$ cat src/hw/gcd_pkg.sv
// constants for the graphics command decoder
package gcd_pkg;
   // command opcodes
   localparam logic [3:0] OP_RAM_LOAD_HI = 4'h7;
   localparam logic [7:0] OP_PITCH = 8'h47;
   localparam logic [7:0] OP_MEM_WRITE = 8'h22;
   localparam logic [7:0] OP_MASK = 8'h4A;
   localparam logic [7:0] OP_FIG_SETUP = 8'h4C;
   localparam logic [7:0] OP_FIG_DRAW = 8'h6C;
   localparam logic [7:0] OP_PAT_FILL = 8'h68;
   localparam logic [7:0] OP_MEM_READ = 8'hA0;
   localparam logic [7:0] OP_CURSOR_READ = 8'hE0;
   localparam logic [7:0] OP_DMA_READ = 8'hA4;
   localparam logic [7:0] OP_DMA_WRITE = 8'h24;
   // parameter counts
   localparam logic [4:0] CNT_RAM_LOAD = 5'h10;
   localparam logic [4:0] CNT_PITCH = 5'h01;
   localparam logic [4:0] CNT_MASK = 5'h02;
   localparam logic [4:0] CNT_FIG_SETUP = 5'h0B;
   localparam logic [2:0] CURSOR_BYTES = 3'h5;
   // sizes
   localparam int FIFO_DEPTH = 16;
   localparam int RAM_DEPTH = 16;
   localparam int FIG_DEPTH = 11;
   // read-modify-write operations
   localparam logic [1:0] OPER_REPLACE = 2'h0;
   localparam logic [1:0] OPER_RESET = 2'h2;
   // status bit positions
   localparam int ST_FIFO_EMPTY = 2;
   localparam int ST_FIFO_FULL = 1;
   localparam int ST_DRAWING = 3;
   localparam int ST_DMA = 4;
   localparam int ST_RDATA_READY = 0;
   // reset values
   localparam logic [15:0] MASK_RESET = 16'hFFFF;
   localparam logic [7:0] PITCH_RESET = 8'h00;
endpackage

$ cat src/hw/gcd_decoder.sv
// command decoder: host port, command fifo, parameter ram and command state
`timescale 1ns/1ps
//////////////////////////////////////////////////////////////////////////////
// What this block does
// - A command 0111xxxx loads parameter RAM from the low-nibble address with up to 16 following bytes.
// - Command 47h takes one parameter byte as the horizontal pitch in word addresses.
// - Command 22h starts word writes to display memory with the logic operation reset to zero.
// - Command 4Ah takes two bytes as a mask that limits which bits a read-modify-write may change.
// - Command 4Ch accepts up to eleven figure type and drawing parameter bytes.
// - Command 6Ch moves drawing parameters from parameter RAM to the drawing processor and starts at the cursor.
// - Command 68h starts pattern drawing or area fill from parameter RAM at the cursor.
// - Command A0h reads display memory words to the host, low byte before high byte.
// - Command E0h returns the cursor word and dot address to the host as five bytes.
// - Command A4h starts a word DMA read request, low byte first.
// - Command 24h starts a word DMA write request, low byte first, replacing the addressed word.
// - The host port carries commands and data in and status, cursor bytes and memory word bytes out.
// - Every write goes to the fifo unless it is full, select low for command and high for parameter; a read low is data, high is status.
// - Incoming bytes are buffered in a sixteen byte fifo ahead of decoding.
// - Sixteen bytes of parameter RAM hold parameters reused during drawing.
module gcd_decoder #(
   parameter int FIFO_DEPTH = gcd_pkg::FIFO_DEPTH
) (
   // clock and reset
   input wire logic clk,
   input wire logic rst_n,
   // host port
   input wire logic host_wr,
   input wire logic host_rd,
   input wire logic port_select_bit,
   input wire logic [7:0] host_wdata,
   output logic [7:0] host_rdata,
   output logic host_wr_ready,
   // display memory side
   input wire logic [15:0] mem_rdata,
   input wire logic mem_rvalid,
   output logic mem_read_req,
   output logic mem_write_mode,
   output logic [1:0] read_modify_write,
   output logic [15:0] write_mask,
   output logic [7:0] pitch,
   // drawing processor
   output logic figure_draw,
   output logic pattern_draw_fill,
   output logic [3:0] draw_param_addr,
   output logic [7:0] draw_param_data,
   output logic [87:0] figure_setup,
   input wire logic draw_busy,
   // cursor and dma
   input wire logic [23:0] cursor_word_addr,
   input wire logic [3:0] cursor_dot_addr,
   output logic dma_read_request,
   output logic dma_write_request
);
   initial begin
      if (FIFO_DEPTH != gcd_pkg::FIFO_DEPTH) begin
         $error("gcd_decoder: command fifo must hold sixteen entries");
      end
   end
   typedef enum {GCD_IDLE, GCD_RAM_LOAD, GCD_PITCH, GCD_MASK, GCD_FIG_SETUP, GCD_DRAIN} gcd_state_t;

   //////////////////////////////////////////////////////////////////////////
   // command fifo: bit 8 marks a parameter byte
   logic f_valid;
   logic f_ready;
   logic [8:0] f_data;
   logic f_empty;
   logic f_full;
   logic in_ready;
   logic push;
   assign push = host_wr;
   gcd_fifo #(.WIDTH(9), .DEPTH(FIFO_DEPTH)) u_fifo (
      .clk(clk),
      .rst_n(rst_n),
      .in_valid(push),
      .in_ready(in_ready),
      .in_data({port_select_bit, host_wdata}),
      .out_valid(f_valid),
      .out_ready(f_ready),
      .out_data(f_data),
      .empty(f_empty),
      .full(f_full)
   );
   // drawing holds off decoding so the fifo really fills
   assign f_ready = !draw_busy;

   logic is_param;
   logic [7:0] byte_v;
   logic take;
   assign is_param = f_data[8];
   assign byte_v = f_data[7:0];
   assign take = f_valid && f_ready;

   //////////////////////////////////////////////////////////////////////////
   // parameter ram
   logic param_ram_load_we;
   logic [3:0] param_ram_load_wa;
   logic [3:0] param_ram_load_ra_r;
   logic [7:0] param_ram_load_rd;
   gcd_param_ram_load #(.DEPTH(gcd_pkg::RAM_DEPTH)) u_param_ram_load (
      .clk(clk),
      .wr_en(param_ram_load_we),
      .wr_addr(param_ram_load_wa),
      .wr_data(byte_v),
      .rd_addr(param_ram_load_ra_r),
      .rd_data(param_ram_load_rd)
   );

   //////////////////////////////////////////////////////////////////////////
   // decode state
   gcd_state_t state_r;
   logic [4:0] pcnt_r;
   logic [3:0] paddr_r;
   assign param_ram_load_we = take && is_param && (state_r == GCD_RAM_LOAD) && (pcnt_r < gcd_pkg::CNT_RAM_LOAD);
   assign param_ram_load_wa = paddr_r;

   always_ff @(posedge clk or negedge rst_n) begin
      if (!rst_n) begin
         state_r <= GCD_IDLE;
         pcnt_r <= 5'h00;
         paddr_r <= 4'h0;
      end else if (take) begin
         if (!is_param) begin
            pcnt_r <= 5'h00;
            paddr_r <= byte_v[3:0];
            if (byte_v[7:4] == gcd_pkg::OP_RAM_LOAD_HI) begin
               state_r <= GCD_RAM_LOAD;
            end else if (byte_v == gcd_pkg::OP_PITCH) begin
               state_r <= GCD_PITCH;
            end else if (byte_v == gcd_pkg::OP_MASK) begin
               state_r <= GCD_MASK;
            end else if (byte_v == gcd_pkg::OP_FIG_SETUP) begin
               state_r <= GCD_FIG_SETUP;
            end else begin
               state_r <= GCD_DRAIN;
            end
         end else begin
            pcnt_r <= (pcnt_r == 5'h1F) ? pcnt_r : pcnt_r + 5'h01;
            paddr_r <= paddr_r + 4'h1;
         end
      end
   end

   always_ff @(posedge clk or negedge rst_n) begin
      if (!rst_n) begin
         pitch <= gcd_pkg::PITCH_RESET;
      end else if (take && is_param && state_r == GCD_PITCH && pcnt_r < gcd_pkg::CNT_PITCH) begin
         pitch <= byte_v;
      end
   end

   // mask low byte then high byte
   always_ff @(posedge clk or negedge rst_n) begin
      if (!rst_n) begin
         write_mask <= gcd_pkg::MASK_RESET;
      end else if (take && is_param && state_r == GCD_MASK && pcnt_r < gcd_pkg::CNT_MASK) begin
         if (pcnt_r == 5'h00) begin
            write_mask[7:0] <= byte_v;
         end else begin
            write_mask[15:8] <= byte_v;
         end
      end
   end

   always_ff @(posedge clk or negedge rst_n) begin
      if (!rst_n) begin
         figure_setup <= '0;
      end else if (take && is_param && state_r == GCD_FIG_SETUP && pcnt_r < gcd_pkg::CNT_FIG_SETUP) begin
         figure_setup[pcnt_r[3:0]*8 +: 8] <= byte_v;
      end
   end

   //////////////////////////////////////////////////////////////////////////
   // one-shot commands and modes
   logic cmd_take;
   assign cmd_take = take && !is_param;
   logic [2:0] cursor_read_left_r;
   logic [39:0] cursor_read_sh_r;
   logic [7:0] rd_hi_r;
   logic rd_hi_pend_r;
   logic rd_word_active_r;
   logic [7:0] lo_r;
   logic lo_pend_r;

   always_ff @(posedge clk or negedge rst_n) begin
      if (!rst_n) begin
         figure_draw <= 1'b0;
         pattern_draw_fill <= 1'b0;
         mem_write_mode <= 1'b0;
         read_modify_write <= gcd_pkg::OPER_REPLACE;
         dma_read_request <= 1'b0;
         dma_write_request <= 1'b0;
         mem_read_req <= 1'b0;
      end else begin
         figure_draw <= cmd_take && byte_v == gcd_pkg::OP_FIG_DRAW;
         pattern_draw_fill <= cmd_take && byte_v == gcd_pkg::OP_PAT_FILL;
         mem_read_req <= cmd_take && byte_v == gcd_pkg::OP_MEM_READ;
         dma_read_request <= cmd_take && byte_v == gcd_pkg::OP_DMA_READ;
         dma_write_request <= cmd_take && byte_v == gcd_pkg::OP_DMA_WRITE;
         if (cmd_take && byte_v == gcd_pkg::OP_MEM_WRITE) begin
            mem_write_mode <= 1'b1;
            read_modify_write <= gcd_pkg::OPER_RESET;
         end else if (cmd_take && byte_v == gcd_pkg::OP_DMA_WRITE) begin
            mem_write_mode <= 1'b1;
            read_modify_write <= gcd_pkg::OPER_REPLACE;
         end else if (cmd_take) begin
            mem_write_mode <= 1'b0;
         end
      end
   end

   // drawing processor reads parameter ram one byte per cycle from 0
   always_ff @(posedge clk or negedge rst_n) begin
      if (!rst_n) begin
         param_ram_load_ra_r <= 4'h0;
         draw_param_addr <= 4'h0;
         draw_param_data <= 8'h00;
      end else begin
         param_ram_load_ra_r <= (figure_draw || pattern_draw_fill) ? 4'h0 : param_ram_load_ra_r + 4'h1;
         draw_param_addr <= param_ram_load_ra_r;
         draw_param_data <= param_ram_load_rd;
      end
   end

   //////////////////////////////////////////////////////////////////////////
   // host read-back: cursor bytes, memory word bytes
   logic host_rd_data;
   assign host_rd_data = host_rd && !port_select_bit;
   always_ff @(posedge clk or negedge rst_n) begin
      if (!rst_n) begin
         cursor_read_left_r <= 3'h0;
         cursor_read_sh_r <= '0;
         rd_hi_r <= 8'h00;
         rd_hi_pend_r <= 1'b0;
         rd_word_active_r <= 1'b0;
      end else begin
         if (cmd_take && byte_v == gcd_pkg::OP_CURSOR_READ) begin
            cursor_read_left_r <= gcd_pkg::CURSOR_BYTES;
            cursor_read_sh_r <= {4'h0, cursor_dot_addr, 4'h0, cursor_dot_addr, cursor_word_addr};
         end else if (host_rd_data && cursor_read_left_r != 3'h0) begin
            cursor_read_left_r <= cursor_read_left_r - 3'h1;
            cursor_read_sh_r <= {8'h00, cursor_read_sh_r[39:8]};
         end
         if (cmd_take) begin
            rd_word_active_r <= byte_v == gcd_pkg::OP_MEM_READ;
         end
         // low byte then high byte
         // the high byte stays pending until the low byte has been popped
         if (mem_rvalid && rd_word_active_r) begin
            rd_hi_r <= mem_rdata[15:8];
            rd_hi_pend_r <= 1'b1;
         end else if (host_rd_data && cursor_read_left_r == 3'h0 && !lo_pend_r && rd_hi_pend_r) begin
            rd_hi_pend_r <= 1'b0;
         end
      end
   end

   always_ff @(posedge clk or negedge rst_n) begin
      if (!rst_n) begin
         lo_r <= 8'h00;
         lo_pend_r <= 1'b0;
      end else if (mem_rvalid && rd_word_active_r) begin
         lo_r <= mem_rdata[7:0];
         lo_pend_r <= 1'b1;
      end else if (host_rd_data && cursor_read_left_r == 3'h0 && lo_pend_r) begin
         lo_pend_r <= 1'b0;
      end
   end

   // status and data back to host
   always_ff @(posedge clk or negedge rst_n) begin
      if (!rst_n) begin
         host_rdata <= 8'h00;
         host_wr_ready <= 1'b0;
      end else begin
         host_wr_ready <= in_ready && !(push && f_full);
         if (port_select_bit) begin
            host_rdata <= {3'h0, dma_read_request || dma_write_request, draw_busy,
               f_empty, f_full, lo_pend_r || rd_hi_pend_r || cursor_read_left_r != 3'h0};
         end else if (cursor_read_left_r != 3'h0) begin
            host_rdata <= cursor_read_sh_r[7:0];
         end else if (lo_pend_r) begin
            host_rdata <= lo_r;
         end else begin
            host_rdata <= rd_hi_r;
         end
      end
   end

   //////////////////////////////////////////////////////////////////////////
   // checks
   a_pitch_load: assert property (@(posedge clk) disable iff (!rst_n)
      (take && is_param && state_r == GCD_PITCH && pcnt_r == 5'h00) |=> pitch == $past(byte_v))
      else $error("pitch not loaded from first parameter");
   a_pitch_extra: assert property (@(posedge clk) disable iff (!rst_n)
      (state_r == GCD_PITCH && pcnt_r != 5'h00) |=> $stable(pitch))
      else $error("extra pitch parameter changed pitch");
   a_new_cmd_reset: assert property (@(posedge clk) disable iff (!rst_n)
      cmd_take |=> pcnt_r == 5'h00)
      else $error("command did not restart parameter count");
   a_param_ram_load_state: assert property (@(posedge clk) disable iff (!rst_n)
      (cmd_take && byte_v[7:4] == 4'h7) |=> state_r == GCD_RAM_LOAD && paddr_r == $past(byte_v[3:0]))
      else $error("ram load not entered at nibble address");
   a_param_ram_load_limit: assert property (@(posedge clk) disable iff (!rst_n)
      param_ram_load_we |-> pcnt_r < 5'h10)
      else $error("more than sixteen ram bytes written");
   a_memory_write_cmd_mode: assert property (@(posedge clk) disable iff (!rst_n)
      (cmd_take && byte_v == 8'h22) |=> mem_write_mode && read_modify_write == 2'h2)
      else $error("write command not in reset operation");
   a_mask_hi: assert property (@(posedge clk) disable iff (!rst_n)
      (take && is_param && state_r == GCD_MASK && pcnt_r == 5'h01) |=> write_mask[15:8] == $past(byte_v))
      else $error("mask high byte not loaded");
   a_figure_draw_pulse: assert property (@(posedge clk) disable iff (!rst_n)
      (cmd_take && byte_v == 8'h6C) |=> figure_draw ##1 !figure_draw)
      else $error("draw start not a single pulse");
   a_dma_pulse: assert property (@(posedge clk) disable iff (!rst_n)
      (cmd_take && byte_v == 8'hA4) |=> dma_read_request && !dma_write_request)
      else $error("dma read request missing");
   a_cursor_read_count: assert property (@(posedge clk) disable iff (!rst_n)
      (cmd_take && byte_v == 8'hE0) |=> cursor_read_left_r == 3'h5)
      else $error("cursor read not five bytes");
endmodule

$ cat src/hw/gcd_fifo.sv
// byte fifo holding commands and parameters ahead of the decoder
`timescale 1ns/1ps
module gcd_fifo #(
   parameter int WIDTH = 9,
   parameter int DEPTH = 16
) (
   // clock and reset
   input wire logic clk,
   input wire logic rst_n,
   // fill side
   input wire logic in_valid,
   output logic in_ready,
   input wire logic [WIDTH-1:0] in_data,
   // drain side
   output logic out_valid,
   input wire logic out_ready,
   output logic [WIDTH-1:0] out_data,
   // state
   output logic empty,
   output logic full
);
   localparam int AW = $clog2(DEPTH);
   initial begin
      if (DEPTH < 2 || (1 << AW) != DEPTH || WIDTH < 1) begin
         $error("gcd_fifo: depth must be a power of two of at least 2");
      end
   end
   logic [WIDTH-1:0] mem [DEPTH];
   logic [AW:0] wp_r;
   logic [AW:0] rp_r;
   logic do_wr;
   logic do_rd;
   assign empty = (wp_r == rp_r);
   assign full = (wp_r[AW] != rp_r[AW]) && (wp_r[AW-1:0] == rp_r[AW-1:0]);
   assign in_ready = !full;
   assign out_valid = !empty;
   assign out_data = mem[rp_r[AW-1:0]];
   assign do_wr = in_valid && !full;
   assign do_rd = out_ready && !empty;
   always_ff @(posedge clk) begin
      if (do_wr) begin
         mem[wp_r[AW-1:0]] <= in_data;
      end
   end
   always_ff @(posedge clk or negedge rst_n) begin
      if (!rst_n) begin
         wp_r <= '0;
         rp_r <= '0;
      end else begin
         if (do_wr) begin
            wp_r <= wp_r + 1'b1;
         end
         if (do_rd) begin
            rp_r <= rp_r + 1'b1;
         end
      end
   end
   a_fifo_no_overrun: assert property (@(posedge clk) disable iff (!rst_n)
      full |=> (wp_r == $past(wp_r)))
      else $error("fifo pointer moved while full");
endmodule

$ cat src/hw/gcd_param_ram_load.sv
// sixteen byte parameter ram with one write and one read port
`timescale 1ns/1ps
module gcd_param_ram_load #(
   parameter int DEPTH = 16
) (
   // clock
   input wire logic clk,
   // write port
   input wire logic wr_en,
   input wire logic [$clog2(DEPTH)-1:0] wr_addr,
   input wire logic [7:0] wr_data,
   // read port
   input wire logic [$clog2(DEPTH)-1:0] rd_addr,
   output logic [7:0] rd_data
);
   initial begin
      if (DEPTH < 2) begin
         $error("gcd_param_ram_load: depth too small");
      end
   end
   logic [7:0] mem [DEPTH];
   always_ff @(posedge clk) begin
      if (wr_en) begin
         mem[wr_addr] <= wr_data;
      end
   end
   assign rd_data = mem[rd_addr];
endmodule

$ cat config.mk
export PLATFORM = sky130hd
export DESIGN_NAME = gcd_decoder
export DESIGN_NICKNAME = d
export VERILOG_FILES = /design/src/hw/gcd_pkg.sv /design/src/hw/gcd_decoder.sv /design/src/hw/gcd_fifo.sv /design/src/hw/gcd_param_ram_load.sv
export SDC_FILE = /design/constraint.sdc
export NUM_CORES = 1
export LEC_CHECK = 0
export ABC_AREA = 1
export BUFFER_PORTS_ARGS = -buffer_cell sky130_fd_sc_hd__buf_2
export CORE_MARGIN = 10
export CORE_UTILIZATION = 43
export DETAILED_ROUTE_END_ITERATION = 6
export GPL_ROUTABILITY_DRIVEN = 0
export SETUP_SLACK_MARGIN = 0.15
export SYNTH_ARGS = -nofsm -noshare
export SYNTH_HDL_FRONTEND = slang
export SYNTH_HIERARCHICAL = 1
export SYNTH_SLANG_ARGS = --single-unit
$ cat constraint.sdc
create_clock -name clk -period 7.8 [get_ports clk]
set_input_delay 1.56 -clock clk [delete_from_list [all_inputs] [get_ports clk]]
set_output_delay 1.56 -clock clk [all_outputs]
set_load 0.05 [all_outputs]
# == Word level (Yosys, flattened, before mapping) ==
# Memories as Yosys holds them, arrays and structs flattened. A register that Yosys moved wholly into a read port is not among the register bits.
# Cells that the tools add are included.
# classes
add_sub_neg,7
n_lt_le_gt_ge,4
n_eq_ne,20
shift,2
n_mux,29
bitwise,2
reduce_logical,53
# ops
operator,n
88-bit bitwise mux,1
"8-bit by 34-bit variable shift with 88-bit output, first input constant",1
8-bit by 34-bit indexed part select with 88-bit output,1
40-bit 2-to-1 mux,2
"32-bit by 3-bit == test with 1-bit output, second input constant",2
"8-bit by 7-bit == test with 1-bit output, second input constant",5
7-bit negation with 34-bit output,1
"32-bit by 2-bit == test with 1-bit output, second input constant",1
"32-bit by 4-bit == test with 1-bit output, second input constant",1
32-bit 2-to-1 mux,1
1-bit logical AND,29
"8-bit == test, second input constant",3
8-bit 2-to-1 mux,3
"8-bit by 6-bit == test with 1-bit output, second input constant",2
"5-bit by 1-bit adder with 5-bit output, second input constant",3
1-bit 2-to-1 mux,12
3-bit 2-to-1 mux,4
5-bit 2-to-1 mux,2
"4-bit by 1-bit adder with 4-bit output, second input constant",2
1-bit zero test,8
4-bit 2-to-1 mux,2
2-bit AND reduction,4
2-bit nonzero test,4
3-bit nonzero test,2
other kinds (16),21
# word_totals
reg_bits,250
ramBits,272
inputBits,59
wordCells,146
mem_count,2
# mem_list
memory,depth,word_bits,rd,rd_clocked_by_memory_dff,wr,line_no,source
u_fifo.mem,16,9,1,0,1,gcd_fifo.sv:28,logic [WIDTH-1:0] mem [DEPTH];
u_param_ram_load.mem,16,8,1,1,1,gcd_param_ram_load.sv:21,logic [7:0] mem [DEPTH];

# == Depth between registers and ports, before layout ==
# logic_depth
word_depth,8
ltp_mapped,22
ltp_nobuf,18

# == Modules after synthesis ==
# The synthesis kept the hierarchy.
# modules_own_cells
mod,n_inst,cells_each,area_each_um2,seq_area_each_um2
gcd_decoder,1,1041,9267.6,5275.1
gcd_fifo,1,613,6577.6,4574.4
gcd_param_ram_load,1,543,5606.6,3843.7

# == Worst setup path after synthesis ==
# Ideal clock, no wire load.
# synth_path
path_kind,input -> register
from,in draw_busy
to,"mem u_param_ram_load.mem[24][0], in the netlist u_param_ram_load/mem[12][0], enable pin"
t_arrival_ns,2.867
required_time_ns,7.430
setup_slack_ns,4.563
stages,5
cell_sequence,inv_1 -> nand3_2 -> nor4_1 -> nand3_1 -> nor2_1
# synth_between
elab_chain_cells,7
# synth_rtl
item,line_no,source
start: declaration,gcd_decoder.sv:47,"input wire logic draw_busy,"
1-bit zero test,gcd_decoder.sv:84,assign f_ready = !draw_busy;
1-bit logical AND,gcd_decoder.sv:91,assign take = f_valid && f_ready;
1-bit logical AND (3 in a row),gcd_decoder.sv:113,assign param_ram_load_we = take && is_param && (state_r == GCD_RAM_LOAD) && (pcnt_r < gcd_pkg::CNT_RAM_LOAD);
net param_ram_load_we,gcd_decoder.sv:95,logic param_ram_load_we;
1-bit 2-to-1 mux,gcd_param_ram_load.sv:23,if (wr_en) begin
1-bit 2-to-1 mux (not written as such),gcd_param_ram_load.sv:24,mem[wr_addr] <= wr_data;
end: declaration,gcd_param_ram_load.sv:21,
# The timed path passes the listed nets, and every way through them passes these cells.

# == Worst setup path after layout ==
# layout_path
from,reg u_fifo.rp_r[0]
to,reg cursor_read_sh_r[5]
# layout_between
word_cells_on_any_way,10
classes_between,eq/ne (2); mux (1); reduce/logical (6); memory (1)
# layout_rtl
item,line_no,source
start: declaration,gcd_fifo.sv:30,logic [AW:0] rp_r;
start signal: assignment,gcd_fifo.sv:54,rp_r <= rp_r + 1'b1;
memory read 16 x 9 bit *,--,
net f_data[2],gcd_decoder.sv:65,logic [8:0] f_data;
8-bit == test *,gcd_decoder.sv:236,if (cmd_take && byte_v == gcd_pkg::OP_CURSOR_READ) begin
1-bit logical AND *,gcd_decoder.sv:236,
40-bit 2-to-1 mux / 2-bit nonzero test (equally long branches),--,
end signal: assignment,gcd_decoder.sv:238,"cursor_read_sh_r <= {4'h0, cursor_dot_addr, 4'h0, cursor_dot_addr, cursor_word_addr};"
end signal: assignment,gcd_decoder.sv:241,"cursor_read_sh_r <= {8'h00, cursor_read_sh_r[39:8]};"
end: declaration,gcd_decoder.sv:177,logic [39:0] cursor_read_sh_r;
# The timed path passes the listed nets; every way through them passes the cells marked *.
# A chain may end at the register's enable or synchronous reset.

==> impl_metrics.json <==
{
  "drt_pass1_iterations": 5,
  "synth-simple-area-share_pct": 23.7,
  "drt_iter0_drc": 1373,
  "grt_antenna_before_repair": 1,
  "finalNetCount": 2445,
  "fmax_mhz": 230,
  "hold_buffers": 0,
  "setup_viol": 0,
  "cts_made_buffers": 53,
  "syn_area_mm2": 0.0215,
  "status": "completed",
  "initial_core_util_pct": 43.6,
  "slowest_delay_ns": 0.67,
  "netlist_instances": 2197,
  "via_per_inst": 5.15,
  "io_buffer_count": 198,
  "muxShareOfSynthArea_pct": 0.840,
  "cts_resized": 0,
  "tightest_slew_ns": 1.26,
  "slowest_stage": "nand2_1",
  "area_growth_pct": 14.5,
  "synth_cell_type_count": 45,
  "drc": 0,
  "final_hold_viol_count": 0,
  "first_global_vias": 15644,
  "clock_skew_ns": 0.0267,
  "min_path_type": "flip-flop to flip-flop",
  "timing.rr.start": "u_fifo/rp_r[0]",
  "root_buffer": "clkbuf_16",
  "cts.path.max_buffers": 3,
  "holdWs_ns": 0.463,
  "worst_setup_path_start_kind": "flip-flop",
  "cp-end-kind": "flip-flop",
  "vdd_drop_max_v": 0.000242,
  "synth_xor_area_share_pct": 0.367,
  "hpwl_mm": 37.0,
  "finalSetupTns_ns": 0,
  "period_minus_slack_ns": 4.36,
  "overflow": 0,
  "clock-sinks": 492,
  "relSlewSlack_pct": 15.5,
  "hold_depth": 2,
  "vias": 15869,
  "critPathMaxFanout": 41,
  "synth.avg_cell_area_um2": 9.76,
  "rows": 81,
  "finalCritPeriodShare_pct": 55.9,
  "total_power_mw": 9.49,
  "required_ns": 8.34,
  "cp.arrival_ns": 4.89,
  "whs_endpoint": "write_mask[10]",
  "grt_max_degree": 119,
  "seq_area_frac_synth_pct": 63.8,
  "path_cells": "buf_4 -> buf_4 -> nor2_1 -> nor2_1 -> o21ai_0 -> nand2_1 -> nand2_1 -> nand2_1 -> inv_1 -> nand2_1 -> inv_1 -> nand3_1 -> nor2_1 -> nand2_1 -> nand2_2 -> inv_2 -> nand2_1 -> nand3_1",
  "antenna_left": 0,
  "synth_compound_area_share_pct": 4.43,
  "cp_common_cell": "nand2_1",
  "die_h_um": 243,
  "top_level_ports": 200,
  "drv_cap": 0,
  "grt_pass1_wl_mm": 90.1,
  "path_delay_family": "simple AND/OR/NAND/NOR gates",
  "yosys.area_share.adder_pct": 0.933,
  "cts_tree": "yes",
  "die_area_mm2": 0.0592,
  "drive_gt1_share_pct": 15.9,
  "diodes": 0,
  "routedWlPerCell_um": 18.4,
  "die-width_um": 243,
  "worst-path-buf-inv": 5,
  "drv_slew": 0,
  "leakage_nw": 11.1,
  "yosysWarnings": 6,
  "post_cts_buffers": 0,
  "hp-start": "write_mask[10]",
  "rsz0062_at_grt": "false",
  "syn_nets": 2272,
  "grt_use_total_pct": 18.9,
  "synth_seq_cells": 492,
  "r2r_end": "cursor_read_sh_r[5]",
  "htreeDepth": 2,
  "fillCellCount": 4480,
  "power_density_mw_per_mm2": 386,
  "coreArea_mm2": 0.0492,
  "clock_latency_ns": 0.61,
  "wl_mm": 56.8,
  "synth_top_family_by_area": "simple AND/OR/NAND/NOR gates",
  "clkTransAtPathRegs_ns": 0.06,
  "critical_path_class": "flip-flop to flip-flop",
  "reg2reg_slack_ns": 3.44,
  "worstRegToRegCells": 18
}
[per-layer routing]
metal	GRT usage [%]	vias up	part of all wire, %	wire, um
met1	25.2	7674	43	24600
met5	0	-	0.012	7
met3	4.18	103	6.9	3940
li1	-	7574	-	-
met4	6.25	2	2.5	1430
met2	30.2	516	47	26800
[worst register-to-register path: stages, from the launching register on]
cell and delay (ns):
dfrtp_2 0.36, buf_4 0.35, buf_4 0.50, nor2_1 0.13, nor2_1 0.09, o21ai_0 0.09
nand2_1 0.09, nand2_1 0.05, nand2_1 0.09, inv_1 0.05, nand2_1 0.67, inv_1 0.37
nand3_1 0.24, nor2_1 0.06, nand2_1 0.54, nand2_2 0.19, inv_2 0.26, nand2_1 0.09
nand3_1 0.08
[how the worst max path moves through the flow]
stage / from / endpoint / cells after the start
after floorplan: draw_busy / u_param_ram_load/mem[12][0] / 5
final: u_fifo/rp_r[0] / cursor_read_sh_r[5] / 18
after detailed placement: u_fifo/rp_r[0] / cursor_read_sh_r[5] / 18
after global routing: u_fifo/rp_r[0] / cursor_read_sh_r[3] / 19
after global placement: u_fifo/rp_r[0] / cursor_read_sh_r[3] / 18
after CTS: u_fifo/rp_r[0] / cursor_read_sh_r[5] / 18
[synth_stat cells]
library cell  count  area (um2)
nand2_1         664        2490
xnor2_1           4        35.0
a22oi_1           2        15.0
clkinv_1          1        3.75
nor4_4            1        21.3
inv_2            16        60.1
inv_4             1        6.26
o22ai_1           4        25.0
a21oi_1          18        90.1
clkbuf_1         27         101
edfxtp_1        272        8170
conb_1            1        3.75
o21ai_1          28         140
buf_6            12         135
a21oi_2           1        8.76
nor2_4            6        67.6
or2_2             1        6.26
mux2_2           16         180
nand4_1          26         163
o21ai_0         111         556
dfstp_2          16         420
xor2_1            5        43.8
buf_1             4        15.0
a31oi_1          12        75.1
nor2_2            6        37.5
dfrtp_1         204        5100
nand2_2          14        87.6
buf_2            46         230
clkbuf_2          1        5.00
inv_1           170         638
buf_4             7        52.6
nand3_4           3        52.6
ha_1             16         200
nor3_1           24         120
nor3_4            1        16.3
a21boi_0          1        7.51
nand3b_1          3        22.5
nor2_1          210         788
nand2_4           3        33.8
nor4_1            2        12.5
o221ai_1          3        26.3
nand3_2           2        20.0
nand3_1         230        1150
clkinv_2          1        5.00
o211ai_1          1        7.51
[logic make-up (layout without fill, tap and decap cells)]
logic type,Yosys count,in the layout
AO/OA/AOI/OAI,181,181
XOR/XNOR,9,9
adder cells (fa/ha/maj),16,16
buffers and inverters,286,504
flip-flops,492,492
multiplexers,16,16
other,1,1
AND/OR/NAND/NOR,1196,1196
[where the power goes]
part / internal [mW] / switching, mW
clock: 1.40 / 1.03
sequential: 3.34 / 0.230
combinational: 0.776 / 2.71
total: 5.52 / 3.97
[state kept, by name, summed over array words and instances (netlist names), 4 cells and up]
signal,flops
figure_setup,88
u_fifo/rp_r,5
cursor_read_sh_r,32
lo_r,8
draw_param_data,8
draw_param_addr,4
pitch,8
u_fifo/wp_r,5
param_ram_load_ra_r,4
rd_hi_r,8
host_rdata,8
write_mask,16
paddr_r,4
u_fifo/mem,144
u_param_ram_load/mem,128
pcnt_r,5
[layout by cell type (no fill, tap or decap), types with 9 or more instances in the layout]
cell type / count
o21ai_1: 28
nand4_1: 26
a21oi_1: 18
clkbuf_16: 54
dfrtp_1: 202
nand2_1: 664
clkbuf_1: 19
buf_2: 197
o21ai_0: 111
dfstp_2: 16
inv_1: 170
a31oi_1: 12
inv_2: 16
clkbuf_8: 9
nor3_1: 24
mux2_2: 16
edfxtp_1: 272
clkinv_2: 9
nor2_1: 210
nand2_2: 14
nand3_1: 230
buf_4: 17
ha_1: 16
[through the flow]
| stage | worst slack [ns] | area [um2] | util, % | instances |
|---|---|---|---|---|
| 2_1_floorplan | 4.56 | 21500 | - | 2197 |
| 4_1_cts | 3.44 | 24600 | 50.0 | 3079 |
| 5_1_grt | 2.89 | 24600 | 50.0 | 3079 |
| 3_3_place_gp | 3.63 | 22900 | 46.5 | 2979 |
| 6_report | 3.44 | 24600 | 50.0 | 3079 |
| 3_5_place_dp | 3.44 | 22900 | 46.5 | 2979 |
[area by class of cell]
cell class | count | area, um2 | share of cell area (%)
flip-flops and latches | 492 | 13700 | 55.8
multi-input cells | 1419 | 6510 | 26.5
inverters | 189 | 713 | 2.90
well taps | 664 | 831 | 3.38
repair buffers | 215 | 1130 | 4.59
clock buffers | 82 | 1550 | 6.30
clock inverters | 18 | 140 | 0.571
Power figures use the tool's default switching activity.
